## src/verilog/msrb_pkg.sv

```systemverilog
// Package for the model-specific status register slice: addresses, fields,
// reset values and carrier types shared by the bank and its counters.
// Assumes one 100 MHz clock with synchronous active-high reset.
// Overview of operation
// - Bit 11 of the memory range capability register is a read-only flag telling whether the management mode range registers at 0A0H and 0A1H exist.
// - Bit 0 of the L2 control register is read-only and shows 1 when the L2 cache is hardware-enabled, else 0.
// - Bit 8 of the L2 control register is read/write, resets to 0, and software sets it once the L2 cache is initialised.
// - While bit 8 is clear, write-back-and-invalidate requests and the external flush input are ignored.
// - Bit 0 of the global error state register is set when the saved instruction pointer can restart the program.
// - Bit 1 of the global error state register is set when the saved instruction pointer is tied to the error.
// - Bit 2 of the global error state register is set by hardware whenever a machine check is generated.
// - A machine check arriving while bit 2 is still set sends the processor to shutdown instead of a new exception.
// - The maximum and actual performance clock counts are separate read/write counters at E7H and E8H.
package msrb_pkg;

  localparam int ADDR_W = 12;
  localparam int DATA_W = 64;
  localparam int NUM_CNT = 2;
  localparam int NUM_GEN = 5;
  localparam int EV_W = 4;
  localparam int BUS_CODE_W = 3;

  // Register addresses, as register indices.
  localparam logic [11:0] ADDR_BUS_SPEED = 12'h0CD;
  localparam logic [11:0] ADDR_MAX_PERF = 12'h0E7;
  localparam logic [11:0] ADDR_ACT_PERF = 12'h0E8;
  localparam logic [11:0] ADDR_MRANGE_CAP = 12'h0FE;
  localparam logic [11:0] ADDR_L2_CTL = 12'h11E;
  localparam logic [11:0] ADDR_FC_CS = 12'h174;
  localparam logic [11:0] ADDR_FC_SP = 12'h175;
  localparam logic [11:0] ADDR_FC_IP = 12'h176;
  localparam logic [11:0] ADDR_ERR_CAP = 12'h179;
  localparam logic [11:0] ADDR_ERR_STATE = 12'h17A;
  localparam logic [11:0] ADDR_EVSEL0 = 12'h186;
  localparam logic [11:0] ADDR_EVSEL1 = 12'h187;
  localparam logic [11:0] ADDR_EV_STATUS = 12'h300;
  localparam logic [11:0] ADDR_EV_MASK = 12'h301;

  // Counter and plain storage address tables, entry 0 last.
  localparam logic [1:0][11:0] CNT_ADDRS = {ADDR_ACT_PERF, ADDR_MAX_PERF};
  localparam logic [4:0][11:0] GEN_ADDRS = {ADDR_EVSEL1, ADDR_EVSEL0,
    ADDR_FC_IP, ADDR_FC_SP, ADDR_FC_CS};

  // Field positions.
  localparam int MGMT_RANGE_BIT = 11;
  localparam int L2_HW_EN_BIT = 0;
  localparam int L2_INIT_BIT = 8;
  localparam int L2_ABSENT_BIT = 23;
  localparam int RESTART_BIT = 0;
  localparam int ERR_PTR_BIT = 1;
  localparam int CIP_BIT = 2;
  localparam int EV_MC_TAKEN = 0;
  localparam int EV_SHUTDOWN = 1;
  localparam int EV_FLUSH_DONE = 2;
  localparam int EV_FLUSH_IGN = 3;

  // Reset and fixed values; the capability word is arbitrary.
  localparam logic L2_INIT_RESET = 1'b0;
  localparam logic [63:0] CNT_RESET = 64'h0000_0000_0000_0000;
  localparam logic [63:0] ERR_CAP_VALUE = 64'h0000_0000_0000_0005;

  typedef struct packed {
    logic wr;
    logic rd;
    logic [11:0] addr;
    logic [63:0] wdata;
  } msrb_bus_req_type;

  typedef struct packed {
    logic valid;
    logic restart_ok;
    logic error_ip;
  } msrb_mc_event_type;

  typedef struct packed {
    logic [63:0] value;
  } msrb_cnt_state_type;

  typedef struct packed {
    logic [63:0] rdata;
    logic l2_init;
    logic [2:0] err_state;
    logic shutdown;
    logic [3:0] ev_stat;
    logic [3:0] ev_mask;
    logic irq;
    logic flush_start;
    logic mc_exception;
    logic flush_n_prev;
    logic [4:0][63:0] gen;
  } msrb_state_type;

  localparam msrb_state_type STATE_RESET = '{default: '0,
    l2_init: L2_INIT_RESET, flush_n_prev: 1'b1};

endpackage
```

## src/verilog/msrb_bank.sv

```systemverilog
// Model-specific status register bank: L2 control, global error state,
// capability words, performance counters and plain storage words.
// Assumes a single-cycle strobe bus that never waits and synchronous pins.
`timescale 1ns/1ps
module msrb_bank (
  input wire logic core_clk,
  input wire logic srst,
  input msrb_pkg::msrb_bus_req_type bus_req,
  output logic [msrb_pkg::DATA_W-1:0] bus_rdata,
  input wire logic [msrb_pkg::BUS_CODE_W-1:0] bus_speed_code,
  input wire logic mgmt_range_supported,
  input wire logic l2_hw_enabled,
  input wire logic l2_absent,
  input wire logic writeback_invalidate_instr,
  input wire logic cache_flush_n,
  input wire logic core_active,
  input msrb_pkg::msrb_mc_event_type mc_event,
  output logic flush_start,
  output logic mc_exception,
  output logic shutdown,
  output logic irq
);
  import msrb_pkg::*;

  msrb_state_type q;
  msrb_state_type d;
  logic [NUM_CNT-1:0] cnt_load;
  logic [NUM_CNT-1:0] cnt_en;
  logic [NUM_CNT-1:0][63:0] cnt_val;
  logic flush_req;
  logic mc_accept;
  logic mc_second;
  logic [3:0] ev;

  // The maximum count runs every cycle, the actual count only while the
  // core is active, so their ratio tracks the effective speed.
  assign cnt_en[0] = 1'b1;
  assign cnt_en[1] = core_active;

  // One counter per performance count, loaded by a write to its address.
  genvar gi;
  generate
    for (gi = 0; gi < NUM_CNT; gi++) begin : g_cnt
      assign cnt_load[gi] = bus_req.wr && bus_req.addr == CNT_ADDRS[gi];
      msrb_counter u_cnt (
        .core_clk(core_clk),
        .srst(srst),
        .load(cnt_load[gi]),
        .load_value(bus_req.wdata),
        .count_en(cnt_en[gi]),
        .value(cnt_val[gi])
      );
    end
  endgenerate

  // Flush requests come from the instruction or a new low level on the
  // external input; a held-low input counts only once.
  assign flush_req = writeback_invalidate_instr ||
    (!cache_flush_n && q.flush_n_prev);

  // A machine check is taken only when not shut down and no check is in progress.
  assign mc_accept = mc_event.valid && !q.shutdown && !q.err_state[CIP_BIT];
  assign mc_second = mc_event.valid && !q.shutdown && q.err_state[CIP_BIT];

  // Next-state logic for the whole bank.
  always_comb begin
    d = q;
    d.rdata = '0;
    d.flush_start = 1'b0;
    d.mc_exception = 1'b0;
    d.flush_n_prev = cache_flush_n;
    ev = '0;

    // Software writes; reserved bits are simply not stored.
    if (bus_req.wr) begin
      unique case (bus_req.addr)
        ADDR_L2_CTL: begin
          d.l2_init = bus_req.wdata[L2_INIT_BIT];
        end
        ADDR_ERR_STATE: begin
          d.err_state = bus_req.wdata[2:0];
        end
        ADDR_EV_STATUS: begin
          d.ev_stat = q.ev_stat & ~bus_req.wdata[3:0];
        end
        ADDR_EV_MASK: begin
          d.ev_mask = bus_req.wdata[3:0];
        end
        default: begin
          for (int i = 0; i < NUM_GEN; i++) begin
            if (bus_req.addr == GEN_ADDRS[i]) begin
              d.gen[i] = bus_req.wdata;
            end
          end
        end
      endcase
    end

    // Flushes are only honoured after software declares the L2 ready;
    // an ignored request is still reported as an event.
    if (flush_req) begin
      if (q.l2_init) begin
        d.flush_start = 1'b1;
        ev[EV_FLUSH_DONE] = 1'b1;
      end else begin
        ev[EV_FLUSH_IGN] = 1'b1;
      end
    end

    // Hardware machine-check update comes after the software write so
    // that a same-cycle check is never lost.
    if (mc_accept) begin
      d.err_state[RESTART_BIT] = mc_event.restart_ok;
      d.err_state[ERR_PTR_BIT] = mc_event.error_ip;
      d.err_state[CIP_BIT] = 1'b1;
      d.mc_exception = 1'b1;
      ev[EV_MC_TAKEN] = 1'b1;
    end else if (mc_second) begin
      // Shutdown is sticky until reset; no exception is delivered.
      d.err_state[CIP_BIT] = 1'b1;
      d.shutdown = 1'b1;
      ev[EV_SHUTDOWN] = 1'b1;
    end

    // Sticky events: a set in the clearing cycle wins.
    d.ev_stat = d.ev_stat | ev;
    d.irq = |(d.ev_stat & d.ev_mask);

    // Read data stand for exactly one cycle after the read strobe.
    if (bus_req.rd) begin
      unique case (bus_req.addr)
        ADDR_BUS_SPEED: begin
          d.rdata[BUS_CODE_W-1:0] = bus_speed_code;
        end
        ADDR_MAX_PERF: begin
          d.rdata = cnt_val[0];
        end
        ADDR_ACT_PERF: begin
          d.rdata = cnt_val[1];
        end
        ADDR_MRANGE_CAP: begin
          d.rdata[MGMT_RANGE_BIT] = mgmt_range_supported;
        end
        ADDR_L2_CTL: begin
          d.rdata[L2_HW_EN_BIT] = l2_hw_enabled;
          d.rdata[L2_INIT_BIT] = q.l2_init;
          d.rdata[L2_ABSENT_BIT] = l2_absent;
        end
        ADDR_ERR_CAP: begin
          d.rdata = ERR_CAP_VALUE;
        end
        ADDR_ERR_STATE: begin
          d.rdata[2:0] = q.err_state;
        end
        ADDR_EV_STATUS: begin
          d.rdata[EV_W-1:0] = q.ev_stat;
        end
        ADDR_EV_MASK: begin
          d.rdata[EV_W-1:0] = q.ev_mask;
        end
        default: begin
          // Unmapped addresses read as zero.
          for (int i = 0; i < NUM_GEN; i++) begin
            if (bus_req.addr == GEN_ADDRS[i]) begin
              d.rdata = q.gen[i];
            end
          end
        end
      endcase
    end
  end

  // State register; the reset value keeps the flush input inactive.
  always_ff @(posedge core_clk) begin
    if (srst) begin
      q <= STATE_RESET;
    end else begin
      q <= d;
    end
  end

  // Every output comes straight from the state register.
  assign bus_rdata = q.rdata;
  assign flush_start = q.flush_start;
  assign mc_exception = q.mc_exception;
  assign shutdown = q.shutdown;
  assign irq = q.irq;
endmodule

```

## src/verilog/msrb_counter.sv

```systemverilog
// One loadable 64-bit clock counter for the performance count pair.
// Assumes load and count enable are synchronous to core_clk.
`timescale 1ns/1ps
module msrb_counter (
  input wire logic core_clk,
  input wire logic srst,
  input wire logic load,
  input wire logic [msrb_pkg::DATA_W-1:0] load_value,
  input wire logic count_en,
  output logic [msrb_pkg::DATA_W-1:0] value
);
  import msrb_pkg::*;

  msrb_cnt_state_type q;
  msrb_cnt_state_type d;

  // A software load beats counting so the written value reads back exactly.
  always_comb begin
    d = q;
    if (load) begin
      d.value = load_value;
    end else if (count_en) begin
      d.value = q.value + 64'h0000_0000_0000_0001;
    end
  end

  // State register.
  always_ff @(posedge core_clk) begin
    if (srst) begin
      q.value <= CNT_RESET;
    end else begin
      q <= d;
    end
  end

  assign value = q.value;
endmodule

```

## config.mk

```make
export PLATFORM = sky130hd
export DESIGN_NAME = msrb_bank
export DESIGN_NICKNAME = d
export VERILOG_FILES = /design/src/verilog/msrb_pkg.sv /design/src/verilog/msrb_bank.sv /design/src/verilog/msrb_counter.sv
export SDC_FILE = /design/constraint.sdc
export NUM_CORES = 1
export LEC_CHECK = 0
export BUFFER_PORTS_ARGS = -buffer_cell sky130_fd_sc_hd__buf_2
export CAP_MARGIN = 25
export CORE_ASPECT_RATIO = 1.5
export CORE_MARGIN = 2
export CORE_UTILIZATION = 40
export CTS_CLUSTER_SIZE = 8
export DETAILED_ROUTE_END_ITERATION = 8
export MAX_ROUTING_LAYER = met4
export PLACE_DENSITY = 0.71
export SETUP_SLACK_MARGIN = 0.1
export SLEW_MARGIN = 5
export SYNTH_ARGS = -nofsm -noshare
export SYNTH_HDL_FRONTEND = slang
export SYNTH_SLANG_ARGS = --single-unit
```

## constraint.sdc

```tcl
create_clock -name core_clk -period 2.3 [get_ports core_clk]
set_input_delay 0.23 -clock core_clk [delete_from_list [all_inputs] [get_ports core_clk]]
set_output_delay 0.23 -clock core_clk [all_outputs]
set_load 0.01 [all_outputs]
```

# After elaboration in Yosys (flattened, before gate mapping)
# Cells that the tools add are included.
# totals
reg_bits,529
in_bits,92
output_inout_bits,68
wordCells,107
# op_classes
addsub,2
eq_ne,14
muxes,32
n_bitwise,8
n_reduce_logical,33
# ops
op,n
64-bit 2-to-1 mux,8
64-bit by 1-bit adder with 64-bit output (second input constant),2
40-bit one-hot mux with 3 select lines,1
12-bit by 9-bit equality test with 1-bit output (second input constant),8
12-bit by 8-bit equality test with 1-bit output (second input constant),4
11-bit one-hot mux with 3 select lines,1
12-bit by 10-bit equality test with 1-bit output (second input constant),2
2-bit one-hot mux with 8 select lines,1
3-bit AND reduction,5
1-bit one-hot mux with 4 select lines,3
4-bit one-hot mux with 3 select lines,1
6-bit OR reduction,2
1-bit one-hot mux with 9 select lines,1
4-bit AND,2
4-bit 2-to-1 mux,2
8-bit 2-to-1 mux,1
2-bit AND reduction,4
4-bit OR reduction,2
1-bit 2-to-1 mux,7
7-bit OR reduction,1
1-bit logical AND,6
3-bit 2-to-1 mux,2
2-bit one-hot mux with 3 select lines,1
2-bit nonzero test,3
other kinds (10),19

# Depth between registers and ports, before layout
# Gate-level depths: netlist (run 1).
# logic_depth
ltp_word,8
depth_mapped,11
mapped_depth_nobuf,7

# Cells and area by module
# A second synthesis (run 1) with hierarchy kept.
# hier_totals
hier_cells,3208
hier_area_um2,27123.5
# modules_own_cells
module,instances,cells_each,area_each_um2,seq_area_each_um2
msrb_bank,1,2248,19593.8,8027.7
msrb_counter,2,480,3764.9,1281.2

# Worst setup path before layout (run 1)
# OpenSTA, ideal clock, no wires.
# synth_timing
path_kind,reg-to-reg
startpoint,"register, netlist name g_cnt[0].u_cnt.value[5]"
endpoint,"register, netlist name g_cnt[0].u_cnt.value[31]"
setup_ns,0.091
t_arrival_ns,2.142
required_ns,2.209
path_slack_ns,0.067
path_stages_with_launch,7
n_path_buf,1
synth_period_minus_slack_ns,2.233
cell_sequence,dfxtp_1 -> nand4_4 -> or4b_4 -> buf_6 -> or3_4 -> or3_1 -> a311oi_1
# synth_between
elab_chain_len,2
# synth_rtl
item,line_no,rtl
64-bit by 1-bit adder with 64-bit output,msrb_counter.sv:23,d.value = q.value + 64'h0000_0000_0000_0001;
64-bit 2-to-1 mux,msrb_counter.sv:20,if (load) begin
# Every way passes these cells.
# A chain may end at the register's enable or synchronous reset.

# Final worst setup path (run 1)
# layout_timing
startpoint,"register, netlist name g_cnt[0].u_cnt.value[2]"
endpoint,"register, netlist name g_cnt[0].u_cnt.value[41]"
# layout_between
elab_chain_len,2
# layout_rtl
item,line_no
64-bit by 1-bit adder with 64-bit output,msrb_counter.sv:23
64-bit 2-to-1 mux,msrb_counter.sv:20
# Every way passes these cells.

==> run summary, run 1 <==
TritonRoute pass-1 iters - 6
vias in the first global route - 22.6k
I/O pin cnt - 160
worst min path class - in2reg
Synth Instances - 3109
sequential element share of the synthesized area - 43.5%
family with the most delay on the worst path - simple AND/OR/NAND/NOR gates
smallest hold slack - 0.0239 ns
simple-gate share of the synthesized area - 22.6%
Slew HR - 27.6%
crit path kind - reg2reg
worst slew pin tran - 1.09 ns
CP required - 2.82 ns
Die Ht - 306 µm
Buf+Inv Stages, Crit Path - 0
RSZ-0062 raised after global routing - true
startpoint types - flip-flop
Post-DP HPWL - 55.3 mm
ANT nets after route - 0
Tmin final - 2.19 ns
final number of hold-violating endpoints - 0
antenna violations before repair - 4
clock skew - 0.0185 ns
synth unique cells - 67
chip width - 205 µm
largest family of logic cells by synthesized area - simple AND/OR/NAND/NOR gates
total track usage - 26.4%
Ys Warns - 0
Synth Net Count - 3203
Most common cell on crit path - or3_4
crit path DAT - 2.71 ns
Power Dens Cells - 678 nW/µm²
Starting DRT DRC Count - 2250
largest net degree at the start of global routing - 214
Worst path slowest cell - or4b_4
leakage dissipation - 9.89 nW
ys async rst share - 0%
post-synthesis xor/xnor area fraction - 3.96%
crit path cell chain - and3_1, or4b_4, or3_4, or3_4, a311oi_2
Post-Synth Adder-Cell Area - 0.103%
Seq cells post-synth - 529
Slew Viols, Final - 0
drt wl/cell - 20.3 µm
Worst path max stage delay - 0.54 ns
row count - 110
mean number of vias per cell - 5.73
setup total negative slack - 0 ns
WL final - 82.4 mm
H-tree depth - 3
Initial Util - 40.5%
clock tree buffer depth - 3
die area - 62900 µm²
commonest non-fill, non-tap cell in the layout - nand2_1
top post-synthesis cells by area - dfxtp_1, nand2_1, a21oi_1
RR Startpoint - g_cnt[0].u_cnt.value[2]
CTS buffer count - 76
pre-CTS setup slack - -0.0830 ns
Power, Total - 0.0200 W
Final WS setup - 0.107 ns
Critical Path Start - g_cnt[0].u_cnt.value[2]
clock slew at reported path FFs - 0.05 ns
Via Count - 23.3k
Clk Latency, worst-skew pair - 0.61 ns
max_cap viols - 0
CTS tree - built
CTS sink cnt - 529
gr ovfl total - 0
core area - 60100 µm²
Post-synth EDFFs - 0
Post-Syn Area - 24300 µm²
main flop type after synthesis - dfxtp_1
Layout area overhead - 21.3%
Period Utilization, post-route - 95.4%
FMAX - 0.456 GHz
CTS Root Cell - clkbuf_16
Residual DRC - 0
final setup vio count - 0
PortBufs - 159
post-synth top area cell - dfxtp_1
Yosys top cell area share - 43.5%
status - complete, no violations
Mean Syn Cell Area - 7.83 µm²
most frequent cells in the layout - nand2_1, dfxtp_1, a21oi_1
share of layout cells above drive strength 1 - 15.7%
NumNets Final - 3365
first-pass GRT wire length - 127 mm
fin cells - 4066
Final Wtd Congestion - 0.979
VDD IR-drop max - 0.429 mV
Filler cells - 5690
multiplexer share of the synthesized area - 1.33%
hold path start - bus_req[0]
largest fanout on the critical path - 6
Synth Area in Compound Gates - 22.0%
placed cells - 3903
CP Capture Type - flip-flop
metal layers:
| layer | wire [µm] | GRT usage (%) |
|---|---|---|
| met3 | 4560 | 3.49 |
| met2 | 41900 | 45.3 |
| met1 | 31700 | 29.9 |
| met5 | 0 | - |
| met4 | 4280 | 13.6 |
where the power goes:
| part | internal (W) | switching, W |
|---|---|---|
| logic | 0.000291 | 0.000613 |
| registers | 0.00920 | 0.0000159 |
| clock network | 0.00586 | 0.00404 |
cell families after synthesis:
logic type      Yosys count
compound gates          858
xor+xnor                110
fa+ha+maj                 2
buf+inv                 333
flops                   529
mux                      32
simple gates           1245
final cells by class:
cell class	instances	area, µm²	area share [%]
Clock buffer	77	1910	6.46
Inverter	17	63.8	0.216
Antenna cell	4	10.0	0.0339
Multi-Input combinational cell	2247	12400	42.2
Sequential cell	529	10600	36.0
Tap cell	784	981	3.32
Clock inverter	8	119	0.403
Timing Repair Buffer	400	3380	11.4
worst paths after layout:
path	to	slack (ns)	cells after the start
worst max-delay path	g_cnt[0].u_cnt.value[41]	0.11	5
worst min-delay path	q[128]	0.02	3
worst max register to register	g_cnt[0].u_cnt.value[41]	0.11	5
worst min register to register	q[209]	0.45	2
registers in the layout, indices dropped and copies added, names as in the netlist:
register / flops
bus_rdata: 64
flush_start: 1
g_cnt.u_cnt.value: 128
irq: 1
mc_exception: 1
q: 333
shutdown: 1
stage by stage:
stage | instance area (µm²) | utilization, %
final | 29500 | 49.1
after global routing | 29500 | 49.1
after CTS | 29300 | 48.7
after detailed placement | 26500 | 44.1
after global placement | 26500 | 44.1
after floorplan | 24300 | -
what timing repair did:
| action | CTS | global route |
|---|---|---|
| buffers inserted | 2 | 6 |
| hold buffers | 67 | 0 |
| pin swaps | 4 | 15 |
| endpoints found under the hold margin | 362 | 0 |
| resized for setup | 8 | 49 |
| endpoints found under the setup margin | 17 | 45 |
worst reg2reg max path, stage by stage (launching register included):
cell and delay (ns):
dfxtp_1 0.39, and3_1 0.20, or4b_4 0.54, or3_4 0.40, or3_4 0.34, a311oi_2 0.25
synth_stat cells (all sizes together) (6+ instances only):
library cell / n
nand2: 751
dfxtp: 529
a21oi: 358
nor2: 215
clkbuf: 178
buf: 138
a22oi: 113
a211oi: 107
o21ai: 71
o22ai: 64
nand3: 63
xor2: 57
xnor2: 53
o211ai: 47
nand4: 46
o21a: 46
and3: 32
mux2i: 30
nor3: 26
nor4: 21
or3: 18
inv: 17
a311oi: 14
and4: 14
a22o: 11
and2: 11
nand2b: 10
nor3b: 9
a31oi: 6
nor2b: 6
or2: 6
Note: power is estimated with default switching activity, not from simulation.
==> inputs of run 2 (changes only) <==
REMOVE_ABC_BUFFERS = 1   (was default)
==> run 2 against run 1 <==
Net effect:
- sequential power about the same
- via count increased by 0.76%
- die area unchanged
- register-to-register slack got worse by 0.05 ns
- global-route usage increased by 0.68 points
- routed wire length increased by 1.6%
- combinational power increased by 2%
- critical path depth increased by 1
- largest cell class unchanged
==> run summary, run 2 (synthesized netlist as in run 1, its figures left out) <==
status - complete, no violations (unchanged)
max_cap viols - 0 (unchanged)
CP Capture Type - flip-flop (unchanged)
pre-CTS setup slack - -0.105 ns (was -0.0830 ns)
gr ovfl total - 0 (unchanged)
worst-case reg-to-reg path depth - 6 (was 5)
share of layout cells above drive strength 1 - 16.1% (was 15.7%)
Power, Total - 0.0200 W (about the same)
largest fanout on the critical path - 6 (unchanged)
CP required - 2.81 ns (was 2.82 ns)
CTS tree - built (unchanged)
met3 wire len - 4.50 mm (was 4.56 mm)
RSZ-0062 raised after global routing - true (unchanged)
TritonRoute pass-1 iters - 5 (was 6)
clock skew - 0.0238 ns (was 0.0185 ns)
Placement Cell Area - 26700 µm² (was 26500 µm²)
row count - 110 (unchanged)
FMAX - 0.445 GHz (was 0.456 GHz)
VDD IR-drop max - 0.405 mV (was 0.429 mV)
max reg flops - 333 (unchanged)
WL met1 - 31.6 mm (was 31.7 mm)
total track usage - 27.1% (was 26.4%)
NumNets Final - 3393 (was 3365)
drt wl/cell - 20.5 µm (was 20.3 µm)
Initial Util - 40.5% (unchanged)
clock tree buffer depth - 3 (unchanged)
Slew HR - 43.4% (was 27.6%)
die area - 62900 µm² (unchanged)
first-pass GRT wire length - 130 mm (was 127 mm)
largest net degree at the start of global routing - 171 (was 214)
Critical Path Start - g_cnt[0].u_cnt.value[0] (was g_cnt[0].u_cnt.value[2])
CTS buffer count - 76 (unchanged)
commonest non-fill, non-tap cell in the layout - nand2_1 (unchanged)
Final Util - 49.2% (was 49.1%)
reg2reg setup slack - 0.05 ns (was 0.11 ns)
core area - 60100 µm² (unchanged)
antenna violations before repair - 3 (was 4)
Critical R2R Capture - g_cnt[0].u_cnt.value[31] (was g_cnt[0].u_cnt.value[41])
highest routed layer - met4 (unchanged)
Period Utilization, post-route - 97.7% (was 95.4%)
Tmin final - 2.25 ns (was 2.19 ns)
startpoint types - flip-flop (unchanged)
Residual DRC - 0 (unchanged)
clock slew at reported path FFs - 0.05 ns (about the same)
WHS Path Cells - 3 (unchanged)
Die Ht - 306 µm (unchanged)
Final WS setup - 0.0536 ns (was 0.107 ns)
Slew Viols, Final - 0 (unchanged)
vias in the first global route - 23.3k (was 22.6k)
RR Startpoint - g_cnt[0].u_cnt.value[0] (was g_cnt[0].u_cnt.value[2])
most frequent cells in the layout - nand2_1, dfxtp_1, a21oi_1 (unchanged)
Hold Path End - q[130] (was q[128])
H-tree depth - 3 (unchanged)
worst min path class - in2reg (unchanged)
crit path DAT - 2.76 ns (was 2.71 ns)
mean number of vias per cell - 5.74 (was 5.73)
CTS Root Cell - clkbuf_16 (unchanged)
leakage dissipation - 9.99 nW (was 9.89 nW)
setup total negative slack - 0 ns (unchanged)
chip width - 205 µm (unchanged)
final setup vio count - 0 (unchanged)
PortBufs - 159 (unchanged)
metal2 WL - 42.0 mm (was 41.9 mm)
Starting DRT DRC Count - 2139 (was 2250)
hold path start - bus_req[2] (was bus_req[0])
CTS sink cnt - 529 (unchanged)
worst slew pin tran - 0.849 ns (was 1.09 ns)
Power Dens Cells - 677 nW/µm² (was 678 nW/µm²)
ANT nets after route - 0 (unchanged)
Clk Latency, worst-skew pair - 0.60 ns (was 0.61 ns)
Post-DP HPWL - 56.8 mm (was 55.3 mm)
final number of hold-violating endpoints - 0 (unchanged)
I/O pin cnt - 160 (unchanged)
crit path kind - reg2reg (unchanged)
Layout area overhead - 21.5% (was 21.3%)
Via Count - 23.5k (was 23.3k)
Final Wtd Congestion - 0.933 (was 0.979)
Largest Register - q (unchanged)
WL final - 83.7 mm (was 82.4 mm)
Final Cell Area - 29600 µm² (was 29500 µm²)
-- run 2: worst max path at each step --
stage                                           to  slack [ns]  cells past startpoint
after floorplan           g_cnt[0].u_cnt.value[43]       -4.75                      5
after global placement               bus_rdata[24]       -0.09                      9
after detailed placement             bus_rdata[27]       -0.10                      9
after CTS                 g_cnt[1].u_cnt.value[57]        0.08                      8
after global routing      g_cnt[0].u_cnt.value[31]       -0.01                      6
final                     g_cnt[0].u_cnt.value[31]        0.05                      6
-- run 2: where the power goes --
group | internal [W] | switching (W)
combinational | 0.000295 | 0.000625
clock | 0.00599 | 0.00388
sequential | 0.00921 | 0.0000137
-- run 2: worst max-delay path, stage by stage (launching register included) --
cell and delay, ns:
dfxtp_2 0.34, buf_6 0.10, and3_4 0.18, or4b_4 0.52, or3_4 0.42, or3_1 0.36, a311oi_1 0.25
-- run 2: timing repair --
item                                    CTS  global route
gates resized for setup                   8            42
setup buffers                             0             4
hold buffers                             66             0
pin swaps                                 2            11
endpoints found under the hold margin   347             0
endpoints found under the setup margin   25            53
-- run 2: cell type report --
| type | instances | area [µm²] |
|---|---|---|
| flip-flops and latches | 529 | 10600 |
| diodes | 3 | 7.51 |
| multi-input cells | 2247 | 12400 |
| well taps | 784 | 981 |
| inverters | 17 | 63.8 |
| clock buffers | 80 | 1980 |
| fillers | 5657 | 30600 |
| clock inverters | 2 | 17.5 |
| repair buffers | 428 | 3470 |
-- run 2: layer usage --
metal  vias up  GRT usage (%)
met1     11177           29.6
met5         -              -
met3       288           3.35
met4         0           17.8
li1      11111              -
met2       891           46.0
-- run 2: through the flow --
| step | hold WS [ns] | cells |
|---|---|---|
| 3_5_place_dp | 0.443 | 3935 |
| 4_1_cts | 0.0113 | 4083 |
| 6_report | 0.0392 | 4090 |
| 3_3_place_gp | 0.435 | 3935 |
| 2_1_floorplan | 0.295 | 2793 |
| 5_1_grt | 0.0341 | 4090 |
==> inputs of run 3 (changes only) <==
CELL_PAD_IN_SITES_DETAIL_PLACEMENT = 1   (was default)
CELL_PAD_IN_SITES_GLOBAL_PLACEMENT = 1   (was default)
PLACE_DENSITY = 0.86   (was 0.71)
==> run 3 against run 2 <==
Net effect:
- the run now ends with negative hold slack left
- via count grew 7.9%
- critical path type unchanged
- first-iteration DRC count grew 1.4%
- largest power group unchanged
- critical endpoint is now g_cnt[0].u_cnt.value[28]
- routed wire length grew 21%
==> run summary, run 3 (synthesized netlist as in run 1, its figures left out) <==
status - finished with violations (was complete, no violations)
failing checks - negative hold slack
drt wl/cell - 24.8 µm (was 20.5 µm)
first-pass GRT wire length - 153 mm (was 130 mm)
Slew Viols, Final - 0 (unchanged)
Final Wtd Congestion - 0.947 (was 0.933)
most frequent cells in the layout - nand2_1, dfxtp_1, a21oi_1 (unchanged)
reg2reg setup slack - 0.03 ns (was 0.05 ns)
share of layout cells above drive strength 1 - 16.8% (was 16.1%)
largest net degree at the start of global routing - 103 (was 171)
commonest non-fill, non-tap cell in the layout - nand2_1 (unchanged)
critical path depth in cells - 8 (was 6)
CTS tree - built (unchanged)
Buf+Inv Stages, Crit Path - 2 (was 1)
Final WS setup - 0.0254 ns (was 0.0536 ns)
setup total negative slack - 0 ns (unchanged)
pre-CTS setup slack - -0.237 ns (was -0.105 ns)
Layout area overhead - 22.8% (was 21.5%)
Post-DP HPWL - 63.5 mm (was 56.8 mm)
Tmin final - 2.27 ns (was 2.25 ns)
Largest Register - q (unchanged)
Initial Util - 40.5% (unchanged)
Critical Path End - g_cnt[0].u_cnt.value[28] (was g_cnt[0].u_cnt.value[31])
gr ovfl total - 0 (unchanged)
CTS Root Cell - clkbuf_16 (unchanged)
Die Ht - 306 µm (unchanged)
Worst path slowest cell - or4_4 (was or4b_4)
VDD IR-drop max - 0.494 mV (was 0.405 mV)
CTS sink cnt - 529 (unchanged)
Via Count - 25.3k (was 23.5k)
largest fanout on the critical path - 5 (was 6)
Slew HR - 59.6% (was 43.4%)
Residual DRC - 0 (unchanged)
Critical Path Start - g_cnt[0].u_cnt.value[8] (was g_cnt[0].u_cnt.value[0])
Critical R2R Capture - g_cnt[0].u_cnt.value[28] (was g_cnt[0].u_cnt.value[31])
worst-case reg-to-reg path depth - 8 (was 6)
leakage dissipation - 10.1 nW (was 9.99 nW)
chip width - 205 µm (unchanged)
clock slew at reported path FFs - 0.06 ns (was 0.05 ns)
TritonRoute pass-1 iters - 5 (unchanged)
CP required - 2.79 ns (was 2.81 ns)
crit path kind - reg2reg (unchanged)
NumNets Final - 3402 (was 3393)
I/O pin cnt - 160 (unchanged)
ANT nets after route - 0 (unchanged)
FMAX - 0.440 GHz (was 0.445 GHz)
RSZ-0062 raised after global routing - true (unchanged)
worst min path class - in2reg (unchanged)
crit path DAT - 2.77 ns (was 2.76 ns)
die area - 62900 µm² (unchanged)
family with the most delay on the worst path - simple AND/OR/NAND/NOR gates (unchanged)
Period Utilization, post-route - 98.9% (was 97.7%)
final number of hold-violating endpoints - 1 (was 0)
Filler cells - 7110 (was 5657)
PortBufs - 159 (unchanged)
CP Capture Type - flip-flop (unchanged)
antenna violations before repair - 2 (was 3)
RR Startpoint - g_cnt[0].u_cnt.value[8] (was g_cnt[0].u_cnt.value[0])
max_cap viols - 0 (unchanged)
multi-input logic area - 12500 µm² (was 12400 µm²)
Power Dens Cells - 682 nW/µm² (was 677 nW/µm²)
vias in the first global route - 26.9k (was 23.3k)
crit path cell chain - nand4_4, buf_4, or4_4, nor3_4, buf_6, nand4_1, xor2_1, a211oi_2 (was buf_6, and3_4, or4b_4, or3_4, or3_1, a311oi_1)
core area - 60100 µm² (unchanged)
clock skew - 0.0203 ns (was 0.0238 ns)
H-tree depth - 3 (unchanged)
worst slew pin tran - 0.606 ns (was 0.849 ns)
max reg flops - 333 (unchanged)
clock tree buffer depth - 3 (unchanged)
hold path start - writeback_invalidate_instr (was bus_req[2])
FF+latch area - 10600 µm² (about the same)
CTS buffer count - 76 (unchanged)
mean number of vias per cell - 6.18 (was 5.74)
final setup vio count - 0 (unchanged)
startpoint types - flip-flop (unchanged)
Clk Latency, worst-skew pair - 0.64 ns (was 0.60 ns)
WL final - 102 mm (was 83.7 mm)
Starting DRT DRC Count - 2170 (was 2139)
total track usage - 32.2% (was 27.1%)
row count - 110 (unchanged)
smallest hold slack - -0.00521 ns (was 0.0392 ns)
Worst path max stage delay - 0.59 ns (was 0.52 ns)
==> run 3: changes by cell type in the layout (fill, tap and decap cells not counted), sizes merged <==
| cell | previous run | this run |
|---|---|---|
| inv | 18 | 20 |
| diode | 3 | 2 |
| dlygate4sd3 | 66 | 69 |
| clkinvlp | 0 | 1 |
| buf | 362 | 367 |
==> run 3: how the worst min path moves through the flow <==
stage / cells past startpoint / end / slack, ns
3_5_place_dp: 2 / q[236] / 0.44
2_1_floorplan: 1 / g_cnt[0].u_cnt.value[43] / 0.29
6_report: 5 / q[331] / -0.005
5_1_grt: 5 / q[331] / 0.05
4_1_cts: 5 / q[331] / 0.0008
3_3_place_gp: 2 / q[106] / 0.44
==> run 3: per-stage QoR <==
step / cells / area, µm² / total power (W) / utilization, %
2_1_floorplan: 2793 / 22800 / 0.00958 / -
3_3_place_gp: 3931 / 26800 / 0.0102 / 44.5
3_5_place_dp: 3931 / 26800 / 0.0102 / 44.5
4_1_cts: 4089 / 29600 / 0.0204 / 49.2
5_1_grt: 4100 / 29900 / 0.0208 / 49.7
6_report: 4100 / 29900 / 0.0204 / 49.7
==> run 3: power breakdown <==
part	internal (W)	total [W]	switching [W]
combinational	0.000301	0.000958	0.000657
sequential	0.00920	0.00922	0.0000190
clock	0.00599	0.0102	0.00420
total	0.0155	0.0204	0.00488
==> run 3: what timing repair did <==
item	4_1_cts	5_1_grt
setup buffers	5	8
gates resized for setup	22	52
gates cloned	0	1
endpoints found under the hold margin	395	0
pin swaps	7	24
endpoints found under the setup margin	31	60
hold buffers	69	0
==> run 3: area by class of cell <==
type	instances	area share, %
sequential	529	35.5
clock buffer	79	6.58
tap	784	3.28
multi-input combinational	2247	41.8
timing repair buffer	437	12.4
antenna	2	0.0167
clock inverter	5	0.205
inverter	17	0.213
==> run 3: worst reg2reg max path: cells and delay by family (launching register included) <==
kind	cells	cell delay [ns]
flip-flops	1	0.38
AO/OA/AOI/OAI	1	0.12
AND/OR/NAND/NOR	4	1.00
XOR/XNOR	1	0.30
buffers and inverters	2	0.34
==> run 3: routing by layer <==
layer / GRT usage (%) / vias to the layer above / wire length, µm
li1: - / 11119 / -
met5: - / - / 0
met2: 55.6 / 1181 / 51200
met4: 23.5 / 0 / 8260
met3: 5.11 / 522 / 6040
met1: 32.8 / 12500 / 36100
